--- src/rtl/olc_pkg.sv ---
`default_nettype none
package olc_pkg;

  // ==========================================================
  // Sizes and OTP layout
  localparam int OTP_AW = 7;
  localparam int OTP_DW = 8;
  localparam int IDX_W = 4;
  localparam int GPIO_W = 4;
  localparam int SPI_W = 5;
  localparam int SUSP_IND_PIN = 2;
  localparam int INT_WAKE_PIN = 3;
  localparam logic [IDX_W-1:0] CFG_BYTES = 4'h9;
  localparam logic [OTP_AW-1:0] OTP_CFG_BASE = 7'h00;

  // Byte offsets inside the configuration area
  localparam logic [IDX_W-1:0] OFS_CHIP = 4'h0;
  localparam logic [IDX_W-1:0] OFS_VID_LO = 4'h1;
  localparam logic [IDX_W-1:0] OFS_VID_HI = 4'h2;
  localparam logic [IDX_W-1:0] OFS_PID_LO = 4'h3;
  localparam logic [IDX_W-1:0] OFS_PID_HI = 4'h4;
  localparam logic [IDX_W-1:0] OFS_FLAGS = 4'h5;
  localparam logic [IDX_W-1:0] OFS_MAXPWR = 4'h6;
  localparam logic [IDX_W-1:0] OFS_I2C = 4'h7;
  localparam logic [IDX_W-1:0] OFS_PINS = 4'h8;

  // Flag byte bit positions
  localparam int FB_SELF = 0;
  localparam int FB_WAKE = 1;
  localparam int FB_SERIAL = 2;
  localparam int FB_SUSP_EN = 3;
  localparam int FB_SUSP_POL = 4;
  localparam int FB_OD = 5;
  localparam int FB_CHG_DIS = 6;
  localparam int FB_CHG_POL = 7;

  // Pin byte bit positions
  localparam int PB_SPI_EN = 0;
  localparam int PB_SPI_ACT = 1;
  localparam int PB_GPIO_SUSP = 3;
  localparam int PB_INT_FALL = 5;

  // ==========================================================
  // Fixed values and factory defaults
  localparam logic [15:0] USB_VER = 16'h0200;
  localparam logic [7:0] MAXPWR_LIMIT = 8'hFA; // 500 mA in 2 mA units
  localparam logic [7:0] MAXPWR_DEF = 8'h32; // 100 mA
  localparam logic [6:0] I2C_ADDR_DEF = 7'h40;
  localparam logic [15:0] VID_DEF = 16'hC0DE; // Arbitrary value
  localparam logic [15:0] PID_DEF = 16'h0A01; // Arbitrary value
  localparam logic [7:0] CHIP_TYPE_DEF = 8'h5A; // Arbitrary value
  localparam logic [1:0] SPI_ACT_HIGH = 2'h1;
  localparam logic [1:0] SPI_ACT_LOW = 2'h2;

  typedef enum logic [1:0] {
    SUSP_KEEP = 2'b00,
    SUSP_TRI = 2'b01,
    SUSP_HIGH = 2'b10,
    SUSP_LOW = 2'b11
  } olc_susp_e;

  typedef enum logic [2:0] {
    S_IDLE = 3'b000,
    S_READ = 3'b001,
    S_CAPT = 3'b010,
    S_APPLY = 3'b011,
    S_LOAD = 3'b100,
    S_DONE = 3'b101
  } olc_state_e;

  typedef struct packed {
    logic self_pwr;
    logic remote_wake;
    logic serial_en;
    logic susp_out_en;
    logic susp_pol_low;
    logic gpio_od;
    logic chg_dis;
    logic chg_pol_low;
    logic [7:0] max_pwr;
    logic [6:0] i2c_addr;
    logic spi_ctl_en;
    logic [1:0] spi_act;
    olc_susp_e gpio_susp;
    logic int_fall;
  } olc_cfg_s;

  localparam olc_cfg_s CFG_DEF = '{
    self_pwr: 1'b0, remote_wake: 1'b1, serial_en: 1'b0,
    susp_out_en: 1'b1, susp_pol_low: 1'b0, gpio_od: 1'b0,
    chg_dis: 1'b0, chg_pol_low: 1'b0, max_pwr: MAXPWR_DEF,
    i2c_addr: I2C_ADDR_DEF, spi_ctl_en: 1'b0, spi_act: 2'h0,
    gpio_susp: SUSP_TRI, int_fall: 1'b0};

  typedef struct packed {
    logic [15:0] vid;
    logic [15:0] pid;
    logic [15:0] usb_ver;
    logic self_pwr;
    logic [7:0] max_pwr;
    logic remote_wake;
    logic serial_en;
  } olc_desc_s;

endpackage
`default_nettype wire

--- src/rtl/olc_shadow_mem.sv ---
`timescale 1ns/1ps
`default_nettype none
module olc_shadow_mem #(
  parameter int DW = 8,
  parameter int AW = 4
) (
  input wire logic core_clk_i,
  input wire logic reset_i,
  input wire logic we_i,
  input wire logic [AW-1:0] waddr_i,
  input wire logic [DW-1:0] wdata_i,
  input wire logic re_i,
  input wire logic [AW-1:0] raddr_i,
  output logic [DW-1:0] rdata_o
);
  logic [DW-1:0] mem [2**AW];

  // Array has no reset; only scanned bytes are ever read back
  always_ff @(posedge core_clk_i) begin
    if (we_i) begin
      mem[waddr_i] <= wdata_i;
    end
  end

  // Registered read port
  always_ff @(posedge core_clk_i or posedge reset_i) begin
    if (reset_i) begin
      rdata_o <= '0;
    end else if (re_i) begin
      rdata_o <= mem[raddr_i];
    end
  end

  // Last write kept aside; the apply pass reads it back long after it was written
  logic chk_vld_r;
  logic [AW-1:0] chk_waddr_r;
  logic [DW-1:0] chk_wdata_r;

  always_ff @(posedge core_clk_i or posedge reset_i) begin
    if (reset_i) begin
      chk_vld_r <= 1'b0;
      chk_waddr_r <= '0;
      chk_wdata_r <= '0;
    end else if (we_i) begin
      chk_vld_r <= 1'b1;
      chk_waddr_r <= waddr_i;
      chk_wdata_r <= wdata_i;
    end
  end
endmodule
`default_nettype wire

--- src/rtl/olc_pin_ctl.sv ---
`timescale 1ns/1ps
`default_nettype none
module olc_pin_ctl
  import olc_pkg::*;
#(
  parameter int W = 4
) (
  input wire logic core_clk_i,
  input wire logic reset_i,
  input wire logic suspend_i,
  input wire olc_susp_e mode_i,
  input wire logic od_i,
  input wire logic [W-1:0] exempt_i,
  input wire logic [W-1:0] out_i,
  input wire logic [W-1:0] oe_i,
  output logic [W-1:0] pin_o,
  output logic [W-1:0] pin_oe_o
);
  logic [W-1:0] held_o_r;
  logic [W-1:0] held_e_r;
  logic [W-1:0] o_nxt;
  logic [W-1:0] e_nxt;

  // Track the pin state while awake so "no change" freezes it on suspend
  always_ff @(posedge core_clk_i or posedge reset_i) begin
    if (reset_i) begin
      held_o_r <= '0;
      held_e_r <= '0;
    end else if (!suspend_i) begin
      held_o_r <= out_i;
      held_e_r <= oe_i;
    end
  end

  // Suspend override per pin, then open-drain conversion
  always_comb begin
    for (int i = 0; i < W; i++) begin
      o_nxt[i] = out_i[i];
      e_nxt[i] = oe_i[i];
      if (suspend_i && !exempt_i[i]) begin
        unique case (mode_i)
          SUSP_KEEP: begin
            o_nxt[i] = held_o_r[i];
            e_nxt[i] = held_e_r[i];
          end
          SUSP_TRI: e_nxt[i] = 1'b0;
          SUSP_HIGH: begin
            o_nxt[i] = 1'b1;
            e_nxt[i] = 1'b1;
          end
          SUSP_LOW: begin
            o_nxt[i] = 1'b0;
            e_nxt[i] = 1'b1;
          end
        endcase
      end
      // Open drain only ever pulls low; a high becomes release
      if (od_i) begin
        e_nxt[i] = e_nxt[i] & ~o_nxt[i];
        o_nxt[i] = 1'b0;
      end
    end
  end

  always_ff @(posedge core_clk_i or posedge reset_i) begin
    if (reset_i) begin
      pin_o <= '0;
      pin_oe_o <= '0;
    end else begin
      pin_o <= o_nxt;
      pin_oe_o <= e_nxt;
    end
  end
endmodule
`default_nettype wire

--- src/rtl/olc_loader.sv ---
// Operation
// - Scan OTP and load descriptors after power-on reset and after each bus reset.
// - Chip-type field is read-only and never changes.
// - Vendor code is a 16-bit field placed in the device descriptor.
// - Product code is a 16-bit field placed in the device descriptor.
// - USB version reads 0200h; full-speed fallback leaves it unchanged.
// - Power source selects bus or self powered; bus powered by default.
// - Max current 0 to 500 mA, default 100 mA, zero when self powered.
// - Remote wake-up support bit, enabled by default.
// - Serial-number string enable bit, disabled by default.
// - Suspend indicator pin shows USB suspend when enabled, enabled by default.
// - Suspend indicator polarity selectable, active high by default.
// - I2C target address 00h to 7Fh, default 40h.
// - SPI pins tri-state on suspend unless pin control holds or drives them.
// - GPIO suspend action: no change, tri-state, high or low; default tri-state.
// - GPIO pins push-pull by default, open drain when selected.
// - Charger-detect function can be disabled; enabled by default.
// - Charger-detect output polarity selectable, active high by default.
// - Interrupt or wake input triggers on the configured edge, rising by default.
// - Charger-detect active only for a charging port seen during suspend.
`timescale 1ns/1ps
`default_nettype none
module olc_loader
  import olc_pkg::*;
#(
  parameter logic [7:0] CHIP_TYPE_ID = CHIP_TYPE_DEF // Arbitrary value
) (
  input wire logic core_clk_i,
  input wire logic reset_i,
  input wire logic usb_bus_reset_i,
  output logic otp_rd_o,
  output logic [OTP_AW-1:0] otp_addr_o,
  input wire logic [OTP_DW-1:0] otp_data_i,
  output olc_desc_s desc_o,
  output logic desc_valid_o,
  output logic scan_busy_o,
  output logic [7:0] chip_type_o,
  input wire logic host_hs_i,
  output logic hs_mode_o,
  output logic [6:0] i2c_addr_o,
  input wire logic suspend_i,
  input wire logic dcp_detect_i,
  output logic charger_detect_out_o,
  input wire logic [GPIO_W-1:0] gpio_out_i,
  input wire logic [GPIO_W-1:0] gpio_oe_i,
  input wire logic [GPIO_W-1:0] gpio_in_i,
  output logic [GPIO_W-1:0] gpio_o,
  output logic [GPIO_W-1:0] gpio_oe_o,
  input wire logic [SPI_W-1:0] spi_out_i,
  input wire logic [SPI_W-1:0] spi_oe_i,
  output logic [SPI_W-1:0] spi_o,
  output logic [SPI_W-1:0] spi_oe_o,
  input wire logic int_func_en_i,
  output logic int_wake_evt_o
);

  // ==========================================================
  // Scan sequencer
  olc_state_e st_r;
  olc_state_e st_nxt;
  logic [IDX_W-1:0] idx_r;
  logic [IDX_W-1:0] idx_nxt;
  logic last_w;
  logic done_w;
  logic sh_we;
  logic sh_re;
  logic [OTP_DW-1:0] sh_rdata;

  assign last_w = (idx_r == CFG_BYTES - 4'h1);
  assign done_w = (st_r == S_DONE);
  assign sh_we = (st_r == S_CAPT);
  assign sh_re = (st_r == S_APPLY);

  // Bus reset restarts the scan from any state and wins over progress
  always_comb begin
    st_nxt = st_r;
    idx_nxt = idx_r;
    if (usb_bus_reset_i) begin
      st_nxt = S_READ;
      idx_nxt = '0;
    end else begin
      unique case (st_r)
        S_IDLE: begin
          st_nxt = S_READ;
          idx_nxt = '0;
        end
        S_READ: st_nxt = S_CAPT;
        S_CAPT: begin
          st_nxt = last_w ? S_APPLY : S_READ;
          idx_nxt = last_w ? '0 : idx_r + 4'h1;
        end
        S_APPLY: st_nxt = S_LOAD;
        S_LOAD: begin
          st_nxt = last_w ? S_DONE : S_APPLY;
          idx_nxt = last_w ? '0 : idx_r + 4'h1;
        end
        S_DONE: st_nxt = S_DONE;
        default: begin
          st_nxt = S_IDLE;
          idx_nxt = '0;
        end
      endcase
    end
  end

  always_ff @(posedge core_clk_i or posedge reset_i) begin
    if (reset_i) begin
      st_r <= S_IDLE;
      idx_r <= '0;
    end else begin
      st_r <= st_nxt;
      idx_r <= idx_nxt;
    end
  end

  // OTP read strobe; data is taken on the cycle after the strobe
  always_ff @(posedge core_clk_i or posedge reset_i) begin
    if (reset_i) begin
      otp_rd_o <= 1'b0;
      otp_addr_o <= '0;
    end else begin
      otp_rd_o <= (st_nxt == S_READ);
      otp_addr_o <= OTP_CFG_BASE + {3'h0, idx_nxt};
    end
  end

  // Scanned bytes are staged first so a half-read OTP never leaks out
  olc_shadow_mem #(
    .DW(OTP_DW),
    .AW(IDX_W)
  ) u_shadow (
    .core_clk_i(core_clk_i),
    .reset_i(reset_i),
    .we_i(sh_we),
    .waddr_i(idx_r),
    .wdata_i(otp_data_i),
    .re_i(sh_re),
    .raddr_i(idx_r),
    .rdata_o(sh_rdata)
  );

  // ==========================================================
  // Live configuration decode
  olc_cfg_s live_r;
  olc_cfg_s eff;
  logic [15:0] vid_r;
  logic [15:0] pid_r;
  logic [7:0] pwr_clamp;

  // Out-of-range current codes saturate at the bus limit
  assign pwr_clamp = (sh_rdata > MAXPWR_LIMIT) ? MAXPWR_LIMIT : sh_rdata;

  // Chip-type byte is scanned but never written anywhere
  always_ff @(posedge core_clk_i or posedge reset_i) begin
    if (reset_i) begin
      live_r <= CFG_DEF;
      vid_r <= VID_DEF;
      pid_r <= PID_DEF;
    end else if (st_r == S_LOAD) begin
      unique case (idx_r)
        OFS_VID_LO: vid_r[7:0] <= sh_rdata;
        OFS_VID_HI: vid_r[15:8] <= sh_rdata;
        OFS_PID_LO: pid_r[7:0] <= sh_rdata;
        OFS_PID_HI: pid_r[15:8] <= sh_rdata;
        OFS_FLAGS: begin
          live_r.self_pwr <= sh_rdata[FB_SELF];
          live_r.remote_wake <= sh_rdata[FB_WAKE];
          live_r.serial_en <= sh_rdata[FB_SERIAL];
          live_r.susp_out_en <= sh_rdata[FB_SUSP_EN];
          live_r.susp_pol_low <= sh_rdata[FB_SUSP_POL];
          live_r.gpio_od <= sh_rdata[FB_OD];
          live_r.chg_dis <= sh_rdata[FB_CHG_DIS];
          live_r.chg_pol_low <= sh_rdata[FB_CHG_POL];
        end
        OFS_MAXPWR: live_r.max_pwr <= pwr_clamp;
        OFS_I2C: live_r.i2c_addr <= sh_rdata[6:0];
        OFS_PINS: begin
          live_r.spi_ctl_en <= sh_rdata[PB_SPI_EN];
          live_r.spi_act <= sh_rdata[PB_SPI_ACT +: 2];
          live_r.gpio_susp <= olc_susp_e'(sh_rdata[PB_GPIO_SUSP +: 2]);
          live_r.int_fall <= sh_rdata[PB_INT_FALL];
        end
        default: ;
      endcase
    end
  end

  // Defaults stand until the whole area has been applied
  assign eff = done_w ? live_r : CFG_DEF;

  // ==========================================================
  // Descriptor and identity outputs
  always_ff @(posedge core_clk_i or posedge reset_i) begin
    if (reset_i) begin
      desc_o <= '{VID_DEF, PID_DEF, USB_VER, 1'b0, MAXPWR_DEF, 1'b1, 1'b0};
      desc_valid_o <= 1'b0;
      scan_busy_o <= 1'b1;
      chip_type_o <= CHIP_TYPE_ID;
      hs_mode_o <= 1'b0;
      i2c_addr_o <= I2C_ADDR_DEF;
    end else begin
      desc_o.vid <= done_w ? vid_r : VID_DEF;
      desc_o.pid <= done_w ? pid_r : PID_DEF;
      desc_o.usb_ver <= USB_VER;
      desc_o.self_pwr <= eff.self_pwr;
      desc_o.max_pwr <= eff.self_pwr ? 8'h00 : eff.max_pwr;
      desc_o.remote_wake <= eff.remote_wake;
      desc_o.serial_en <= eff.serial_en;
      desc_valid_o <= done_w;
      scan_busy_o <= !done_w;
      chip_type_o <= CHIP_TYPE_ID;
      hs_mode_o <= host_hs_i;
      i2c_addr_o <= eff.i2c_addr;
    end
  end

  // ==========================================================
  // Charger detect
  logic chg_on;

  // Only a charging port seen while suspended counts; an enumerating host never does
  assign chg_on = !eff.chg_dis && suspend_i && dcp_detect_i;

  always_ff @(posedge core_clk_i or posedge reset_i) begin
    if (reset_i) begin
      charger_detect_out_o <= 1'b0;
    end else begin
      charger_detect_out_o <= chg_on ^ eff.chg_pol_low;
    end
  end

  // ==========================================================
  // GPIO and SPI pin behaviour
  logic [GPIO_W-1:0] g_out;
  logic [GPIO_W-1:0] g_oe;
  logic [GPIO_W-1:0] g_exempt;
  logic susp_ind;
  olc_susp_e spi_mode;

  // Suspend indicator is owned by the block and is not overridden on suspend
  assign susp_ind = suspend_i ^ eff.susp_pol_low;

  always_comb begin
    g_out = gpio_out_i;
    g_oe = gpio_oe_i;
    g_exempt = '0;
    if (eff.susp_out_en) begin
      g_out[SUSP_IND_PIN] = susp_ind;
      g_oe[SUSP_IND_PIN] = 1'b1;
      g_exempt[SUSP_IND_PIN] = 1'b1;
    end
  end

  // SPI: tri-state unless pin control picks hold, high or low
  always_comb begin
    if (!eff.spi_ctl_en) begin
      spi_mode = SUSP_TRI;
    end else if (eff.spi_act == SPI_ACT_HIGH) begin
      spi_mode = SUSP_HIGH;
    end else if (eff.spi_act == SPI_ACT_LOW) begin
      spi_mode = SUSP_LOW;
    end else begin
      spi_mode = SUSP_KEEP;
    end
  end

  olc_pin_ctl #(
    .W(GPIO_W)
  ) u_gpio_pins (
    .core_clk_i(core_clk_i),
    .reset_i(reset_i),
    .suspend_i(suspend_i),
    .mode_i(eff.gpio_susp),
    .od_i(eff.gpio_od),
    .exempt_i(g_exempt),
    .out_i(g_out),
    .oe_i(g_oe),
    .pin_o(gpio_o),
    .pin_oe_o(gpio_oe_o)
  );

  // SPI pins have no open-drain mode
  olc_pin_ctl #(
    .W(SPI_W)
  ) u_spi_pins (
    .core_clk_i(core_clk_i),
    .reset_i(reset_i),
    .suspend_i(suspend_i),
    .mode_i(spi_mode),
    .od_i(1'b0),
    .exempt_i('0),
    .out_i(spi_out_i),
    .oe_i(spi_oe_i),
    .pin_o(spi_o),
    .pin_oe_o(spi_oe_o)
  );

  // ==========================================================
  // Interrupt or wake edge detect on interrupt_wake_pin
  logic wake_prev_r;
  logic wake_primed_r;
  logic wake_rise;
  logic wake_fall;

  assign wake_rise = gpio_in_i[INT_WAKE_PIN] && !wake_prev_r;
  assign wake_fall = !gpio_in_i[INT_WAKE_PIN] && wake_prev_r;

  // Primed flag stops a pin already high at reset release from firing
  always_ff @(posedge core_clk_i or posedge reset_i) begin
    if (reset_i) begin
      wake_prev_r <= 1'b0;
      wake_primed_r <= 1'b0;
      int_wake_evt_o <= 1'b0;
    end else begin
      wake_prev_r <= gpio_in_i[INT_WAKE_PIN];
      wake_primed_r <= 1'b1;
      int_wake_evt_o <= wake_primed_r && int_func_en_i &&
                        (eff.int_fall ? wake_fall : wake_rise);
    end
  end
endmodule
`default_nettype wire

--- config.mk ---
export PLATFORM = sky130hd
export DESIGN_NAME = olc_loader
export DESIGN_NICKNAME = d
export VERILOG_FILES = /design/src/rtl/olc_pkg.sv /design/src/rtl/olc_shadow_mem.sv /design/src/rtl/olc_pin_ctl.sv /design/src/rtl/olc_loader.sv
export SDC_FILE = /design/constraint.sdc
export NUM_CORES = 1
export LEC_CHECK = 0
export BUFFER_PORTS_ARGS = -buffer_cell sky130_fd_sc_hd__buf_2
export CAP_MARGIN = 20
export CORE_ASPECT_RATIO = 0.5
export CORE_MARGIN = 4
export CORE_UTILIZATION = 43
export DETAILED_ROUTE_END_ITERATION = 10
export GPL_TIMING_DRIVEN = 0
export HOLD_SLACK_MARGIN = 0.1
export PLACE_DENSITY = 0.64
export SLEW_MARGIN = 20
export SYNTH_ARGS = -nofsm -noshare
export SYNTH_HDL_FRONTEND = slang
export SYNTH_SLANG_ARGS = --single-unit
--- constraint.sdc ---
create_clock -name core_clk_i -period 4.5 [get_ports core_clk_i]
set_input_delay 0.225 -clock core_clk_i [delete_from_list [all_inputs] [get_ports core_clk_i]]
set_output_delay 0.225 -clock core_clk_i [all_outputs]
set_load 0.005 [all_outputs]
Yosys cells after proc, flatten, opt, wreduce, memory -nomap -nowiden. Memory sizes are Yosys's and may differ from the RTL's. A register that Yosys moved wholly into a read port is not among the register bits. Cells that the tools add are included.

Bits in registers: 162. RAM bits: 128. Output and inout bits: 105. Word-level logic and storage cells: 171. Memories: 1.

Memories: u_shadow.mem (depth 16, bits a word 8, rd ports 1, clocked after memory_dff 1, wr ports 1, line olc_shadow_mem.sv:16) `logic [DW-1:0] mem [2**AW];`.

Add/sub/neg operators: 1. $lt $le $gt $ge: 1. Equal/unequal tests: 23. Muxes and demuxes: 65. Bitwise logic cells: 10. Reductions and logical operators: 27.

Operators by type and width (number): 1-bit one-hot mux with 3 select lines (18); 1-bit two-way mux (32); 16-bit two-way mux (2); 29-bit two-way mux (1); 3-bit one-hot mux with 6 select lines (1); 4-bit by 3-bit equality test with 1-bit output (second input constant) (4); 8-bit two-way mux (2); 2-bit AND reduction (8); 2-bit equality test (second input constant) (5); 4-bit by 2-bit equality test with 1-bit output (second input constant) (2); 8-bit greater-than comparator (second input constant) (1); 2-bit two-way mux (4); 4-bit two-way mux (2); 4-bit one-hot mux with 2 select lines (1); 1-bit logical AND (7); 2-bit by 1-bit equality test with 1-bit output (second input constant) (3); 3-bit by 1-bit equality test with 1-bit output (second input constant) (2); 3-bit by 2-bit equality test with 1-bit output (second input constant) (2); 3-bit equality test (second input constant) (2); 3-bit two-way mux (2); 2-bit OR reduction (3); 1-bit logical NOT (5); 4-bit by 1-bit adder with 4-bit output (second input constant) (1); 1-bit AND (4); other kinds (8) (13).

Logic depth before layout (Yosys ltp).
Depth after elaboration: 10. Depth in mapped cells: 11. Mapped depth without buffers: 6.

Modules after synthesis. Synthesis repeated with hierarchy kept, for this count alone.

Cell total of the unflattened synthesis: 755. Area total of the unflattened synthesis: 12072.8 um^2.

Modules (own cells, without submodules): olc_shadow_mem (times used 1, cells each 241, area each 5335.1 um^2); olc_loader (times used 1, cells each 375, area each 5056.1 um^2); olc_pin_ctl at u_spi_pins (times used 1, cells each 77, area each 933.4 um^2); olc_pin_ctl at u_gpio_pins (times used 1, cells each 62, area each 748.2 um^2).

Worst setup path after synthesis. No wires, ideal clock.

Kind: flip-flop to flip-flop. Start point: reg, netlist name otp_addr_o[0]. End point: mem u_shadow.mem[8][0] (enable). Data arrival time: 2.088 ns. Data required time: 4.117 ns. Path slack: 2.029 ns. Cell stages (with the launch flop): 9. Period minus slack after synthesis: 2.471 ns. Path through: dfrtp_1 > buf_6 > buf_6 > buf_6 > buf_6 > inv_1 > ha_1 > nand3b_1 > nor3_1.

RTL lines (line): end: declaration (olc_shadow_mem.sv:16).

==> tab_implementation.tex <==
\begin{tabular}{lr}
\hline
Metric & Value \\
\hline
\multicolumn{2}{l}{\textbf{Worst setup path}} \\
\quad Cell type with the highest occurrence count on the critical path & sky130\_fd\_sc\_hd\_\_buf\_2 \\
\quad Reg2Reg Launch Point & otp\_addr\_o[1] \\
\quad Setup crit end kind & flip-flop \\
\quad Stage delay of the slowest cell on the critical path & $\sim$0.56 ns \\
\quad Critical Path Fanout Max & 10 \\
\quad Worst Setup Path Type & reg2reg \\
\quad Worst Path Arrival & about 3.4 ns \\
\quad Worst-case register-to-register setup slack & between 1 and 1.5 ns \\
\quad Path depth of the worst reg2reg path & 8 \\
\quad CP Data Required Time & slightly below 5 ns \\
\quad Reg-to-Reg End & live\_r[3] \\
\quad Count of buffering cells on the critical path with inverters included & 4 \\
\quad Largest delay share family, worst path & buffers and inverters \\
\quad Slowest library cell on the worst path & sky130\_fd\_sc\_hd\_\_dfrtp\_1 \\
\quad Cells along the critical path & buf\_2 > buf\_2 > inv\_1 > ha\_1 > nand3b\_1 > or3\_1 > clkbuf\_1 > mux2\_2 \\
\quad Startpoint type of the worst setup path & flip-flop \\
\multicolumn{2}{l}{\textbf{Timing}} \\
\quad Final number of setup-violating endpoints & 0 \\
\quad Final worst path period share & 66.9\% \\
\quad Clock Skew & between 0.02 and 0.025 ns \\
\quad Final critical-path required period & between 3 and 4 ns \\
\quad Total count of max-transition violations in the final report & 0 \\
\quad Final critical-path setup slack & approximately 1.5 ns \\
\quad Worst max-slew margin expressed relative to the limit & between 20\% and 30\% \\
\quad Setup\_tns & 0 ns \\
\quad RSZ-0062 raised after global routing & no \\
\quad Worst Max-Slew Pin Slew & around 1.1 ns \\
\quad Max Clock Freq & 0.332 GHz \\
\quad Final number of hold-violating endpoints & 0 \\
\multicolumn{2}{l}{\textbf{Synthesis}} \\
\quad Primary flip-flop cell chosen by synthesis mapping & sky130\_fd\_sc\_hd\_\_dfrtp\_1 \\
\quad Synth Warn \# & 0 \\
\quad Count of unique library cells instantiated by Yosys & between 50 and 60 \\
\quad Average cell area after synthesis & 14.7 um\^{}2 \\
\quad Proportion of synthesized chip area in sequential cells & roughly 68\% \\
\quad Synthesized netlist cell count & about 810 \\
\quad Share of synthesized registers carrying an async set or reset & a little under three fifths \\
\quad Synthesized area & around 12000 um\^{}2 \\
\quad Number of enable flip-flop cells after synthesis & roughly 130 \\
\quad Number of flip-flops and latches in the synthesized netlist & slightly below 300 \\
\multicolumn{2}{l}{\textbf{Route}} \\
\quad Total number of vias & between 7000 and 8000 \\
\quad Routed WL per cell & around 19 um \\
\quad DRC violation count after routing & 0 \\
\quad Post-detailed-route via-to-cell ratio & roughly 5 \\
\quad Total Wirelength & 26800 um \\
\quad Initial drt markers & approximately 630 \\
\quad Final antenna-violating net count & 0 \\
\quad TritonRoute pass-1 iters & 7 \\
\multicolumn{2}{l}{\textbf{Cells and area}} \\
\quad Ratio of cells with drive above 1 in the final layout & 32.1\% \\
\quad Number of fillers in the final layout & approximately 2200 \\
\quad FF/Latch Area & about 8100 um\^{}2 \\
\quad Antenna cell count & 0 \\
\quad Area added between synthesis and finish & 20.7\% \\
\quad Post-route cell area & between 10000 and 15000 um\^{}2 \\
\quad Combined area of the multi-input logic cells & between 3000 and 4000 um\^{}2 \\
\quad Number of cells in the finished layout apart from fillers & approximately 1400 \\
\quad Final Net Count & about 1100 \\
\multicolumn{2}{l}{\textbf{Floorplanning}} \\
\quad Number of placement rows & 42 \\
\quad Floorplan die width & roughly 240 um \\
\quad Top Ports & around 140 \\
\quad Die ar. & between 30000 and 40000 um\^{}2 \\
\quad Die Y-Extent & between 100 and 150 um \\
\quad Core area & 26900 um\^{}2 \\
\quad Effective utilization at floorplan & about 44\% \\
\multicolumn{2}{l}{\textbf{Clock network}} \\
\quad CTS H-tree lvls & 1 \\
\quad Bufs on Longest Clock Path & 3 \\
\quad Root Buffer & sky130\_fd\_sc\_hd\_\_clkbuf\_16 \\
\quad TritonCTS sink count & $\sim$300 \\
\quad Number of CTS-inserted buffers & 27 \\
\quad TritonCTS clock tree & built \\
\quad Post-cts gate resize count & 0 \\
\quad Reg clk slew, reported paths & 0.07 ns \\
\quad Insertion delay of the later-clocked pin in the worst-skew pair & approximately 0.55 ns \\
\multicolumn{2}{l}{\textbf{Min path}} \\
\quad Hold/Removal Path Class & in2async \\
\multicolumn{2}{l}{\textbf{Run}} \\
\quad Max-cap violations & 0 \\
\multicolumn{2}{l}{\textbf{Pwr}} \\
\quad Peak supply drop & between 0.2 and 0.3 mV \\
\quad Leakage power & about 6 nW \\
\quad Power density over cell area & around 430 nW/um\^{}2 \\
\quad Post-layout total power & between 6 and 7 mW \\
\multicolumn{2}{l}{\textbf{Placed design}} \\
\quad Number of I/O port buffers & 110 \\
\quad Hpwl dp & $\sim$18000 um \\
\quad Routability congestion estimate from global placement & roughly 0.8 \\
\quad Setup WS pre-CTS & 1.53 ns \\
\quad Placed Instances & approximately 1300 \\
\quad Cell area after placement & roughly 13000 um\^{}2 \\
\multicolumn{2}{l}{\textbf{Run status}} \\
\quad Run status & completed \\
\multicolumn{2}{l}{\textbf{GRT}} \\
\quad Congestion Overflow GR & 0 \\
\quad Antenna violations before repair & 0 \\
\quad Largest net degree at the start of global routing & 36 \\
\quad Number of global-route vias before repair & around 7300 \\
\quad Global-route wire length before repair & approximately 42000 um \\
\quad Total global-route track usage & roughly 17\% \\
\hline
\end{tabular}
[placed cells by master, fill, tap and decap left out, types with 11 or more instances in the layout]
cell type,netlist,routed
sky130_fd_sc_hd__a21oi_1,14,14
sky130_fd_sc_hd__dfrtp_1,135,135
sky130_fd_sc_hd__mux4_2,17,17
sky130_fd_sc_hd__nand2_1,44,44
sky130_fd_sc_hd__conb_1,2,28
sky130_fd_sc_hd__dfstp_2,35,35
sky130_fd_sc_hd__o21ai_0,27,27
sky130_fd_sc_hd__a21boi_0,11,11
sky130_fd_sc_hd__edfxtp_1,128,128
sky130_fd_sc_hd__clkbuf_16,0,27
sky130_fd_sc_hd__inv_1,21,20
sky130_fd_sc_hd__nor2_1,37,37
sky130_fd_sc_hd__mux2_2,64,64
sky130_fd_sc_hd__and2_1,35,35
sky130_fd_sc_hd__mux2i_1,31,31
sky130_fd_sc_hd__clkbuf_1,22,26
sky130_fd_sc_hd__nand2b_1,26,26
sky130_fd_sc_hd__dlygate4sd3_1,0,32
sky130_fd_sc_hd__buf_4,28,29
sky130_fd_sc_hd__buf_2,12,122
[worst max path at each step]
stage	from	end	slack, ns	cells after the start
6_report	otp_addr_o[1]	live_r[3]	1.49	8
2_1_floorplan	otp_addr_o[0]	u_shadow.mem[8][0]	2.03	8
5_1_grt	otp_addr_o[1]	u_shadow.mem[9][4]	1.36	6
4_1_cts	otp_addr_o[1]	u_shadow.mem[9][7]	1.49	6
3_5_place_dp	otp_addr_o[1]	u_shadow.mem[9][7]	1.53	6
3_3_place_gp	otp_addr_o[1]	u_shadow.mem[8][3]	0.90	6
[metal layers]
metal  GRT usage [%]  part of all wire (%)  up-vias
met3            3.02                   6.2       64
met4            4.52                   2.6        0
met5               0                     0        -
met1            23.5                    43     3603
li1                -                     -     3273
met2            29.0                    48      243
[final cells by class]
type,instances,share of cell area (%)
well taps,374,3.25
flip-flops and latches,298,56.5
clock buffers,34,5.08
clock inverters,16,1.30
plain buffers,71,2.95
repair buffers,148,6.79
multi-input cells,448,23.5
inverters,21,0.573
[logic make-up after synthesis]
family | Yosys count | synth area share, %
buffers and inverters | 92 | 4.22
adder cells (fa/ha/maj) | 5 | 0.524
AO/OA/AOI/OAI | 114 | 6.45
other | 2 | 0.0629
AND/OR/NAND/NOR | 186 | 8.33
XOR/XNOR | 1 | 0.0734
multiplexers | 114 | 12.1
flip-flops | 298 | 68.2
[worst register-to-register path: stages, from the launching register on]
cell and delay (ns):
sky130_fd_sc_hd__dfrtp_1 0.56, sky130_fd_sc_hd__buf_2 0.36, sky130_fd_sc_hd__buf_2 0.40, sky130_fd_sc_hd__inv_1 0.23
sky130_fd_sc_hd__ha_1 0.27, sky130_fd_sc_hd__nand3b_1 0.23, sky130_fd_sc_hd__or3_1 0.15, sky130_fd_sc_hd__clkbuf_1 0.30
sky130_fd_sc_hd__mux2_2 0.38
[sequential cells by signal, indices dropped and copies added, names as in the netlist, 5 cells and up]
signal / count
u_spi_pins.held_e_r: 5
u_spi_pins.pin_o: 5
u_shadow.mem: 128
u_spi_pins.held_o_r: 5
u_shadow.rdata_o: 8
desc_o: 43
u_spi_pins.pin_oe_o: 5
vid_r: 16
pid_r: 16
i2c_addr_o: 7
live_r: 29
[cells in the mapped netlist, drive strengths merged (3+ instances only)]
cell / count / area [um^2]
a21boi: 11 / 82.6
a21o: 3 / 22.5
a21oi: 14 / 70.1
a221oi: 3 / 26.3
a22o: 5 / 43.8
a22oi: 6 / 45.0
a31oi: 5 / 31.3
and2: 35 / 219
buf: 49 / 342
clkbuf: 22 / 82.6
dfrtp: 135 / 3380
dfstp: 35 / 920
edfxtp: 128 / 3840
ha: 5 / 62.6
inv: 21 / 78.8
mux2: 66 / 751
mux2i: 31 / 310
mux4: 17 / 383
nand2: 47 / 184
nand2b: 27 / 176
nand3: 10 / 50.1
nand3b: 4 / 30.0
nor2: 37 / 139
nor2b: 9 / 56.3
nor3: 5 / 41.3
nor3b: 3 / 27.5
o211ai: 5 / 37.5
o21a: 4 / 30.0
o21ai: 27 / 135
o221ai: 3 / 26.3
o22ai: 9 / 56.3
o31ai: 5 / 37.5
o32a: 3 / 30.0
o32ai: 7 / 61.3
[report_power, final]
| group | total, mW | switching [mW] | leakage (nW) | internal, mW |
|---|---|---|---|---|
| sequential | 3.07 | 0.0669 | 3.29 | 3.00 |
| clock | 2.37 | 0.983 | 0.455 | 1.38 |
| combinational | 0.770 | 0.473 | 2.26 | 0.297 |
[through the flow]
step / utilization [%] / hold WS [ns]
finish: 53.6 / 0.244
floorplan: - / 0.256
CTS: 53.6 / 0.239
detailed placement: 49.0 / 0.262
global route: 53.6 / 0.274
global placement: 48.6 / 0.334
[what timing repair did]
item                      CTS  global route
setup buffers               0             0
hold buffers               32             0
hold endpoints to repair  235             0
Note: power is estimated with default switching activity, not from simulation.
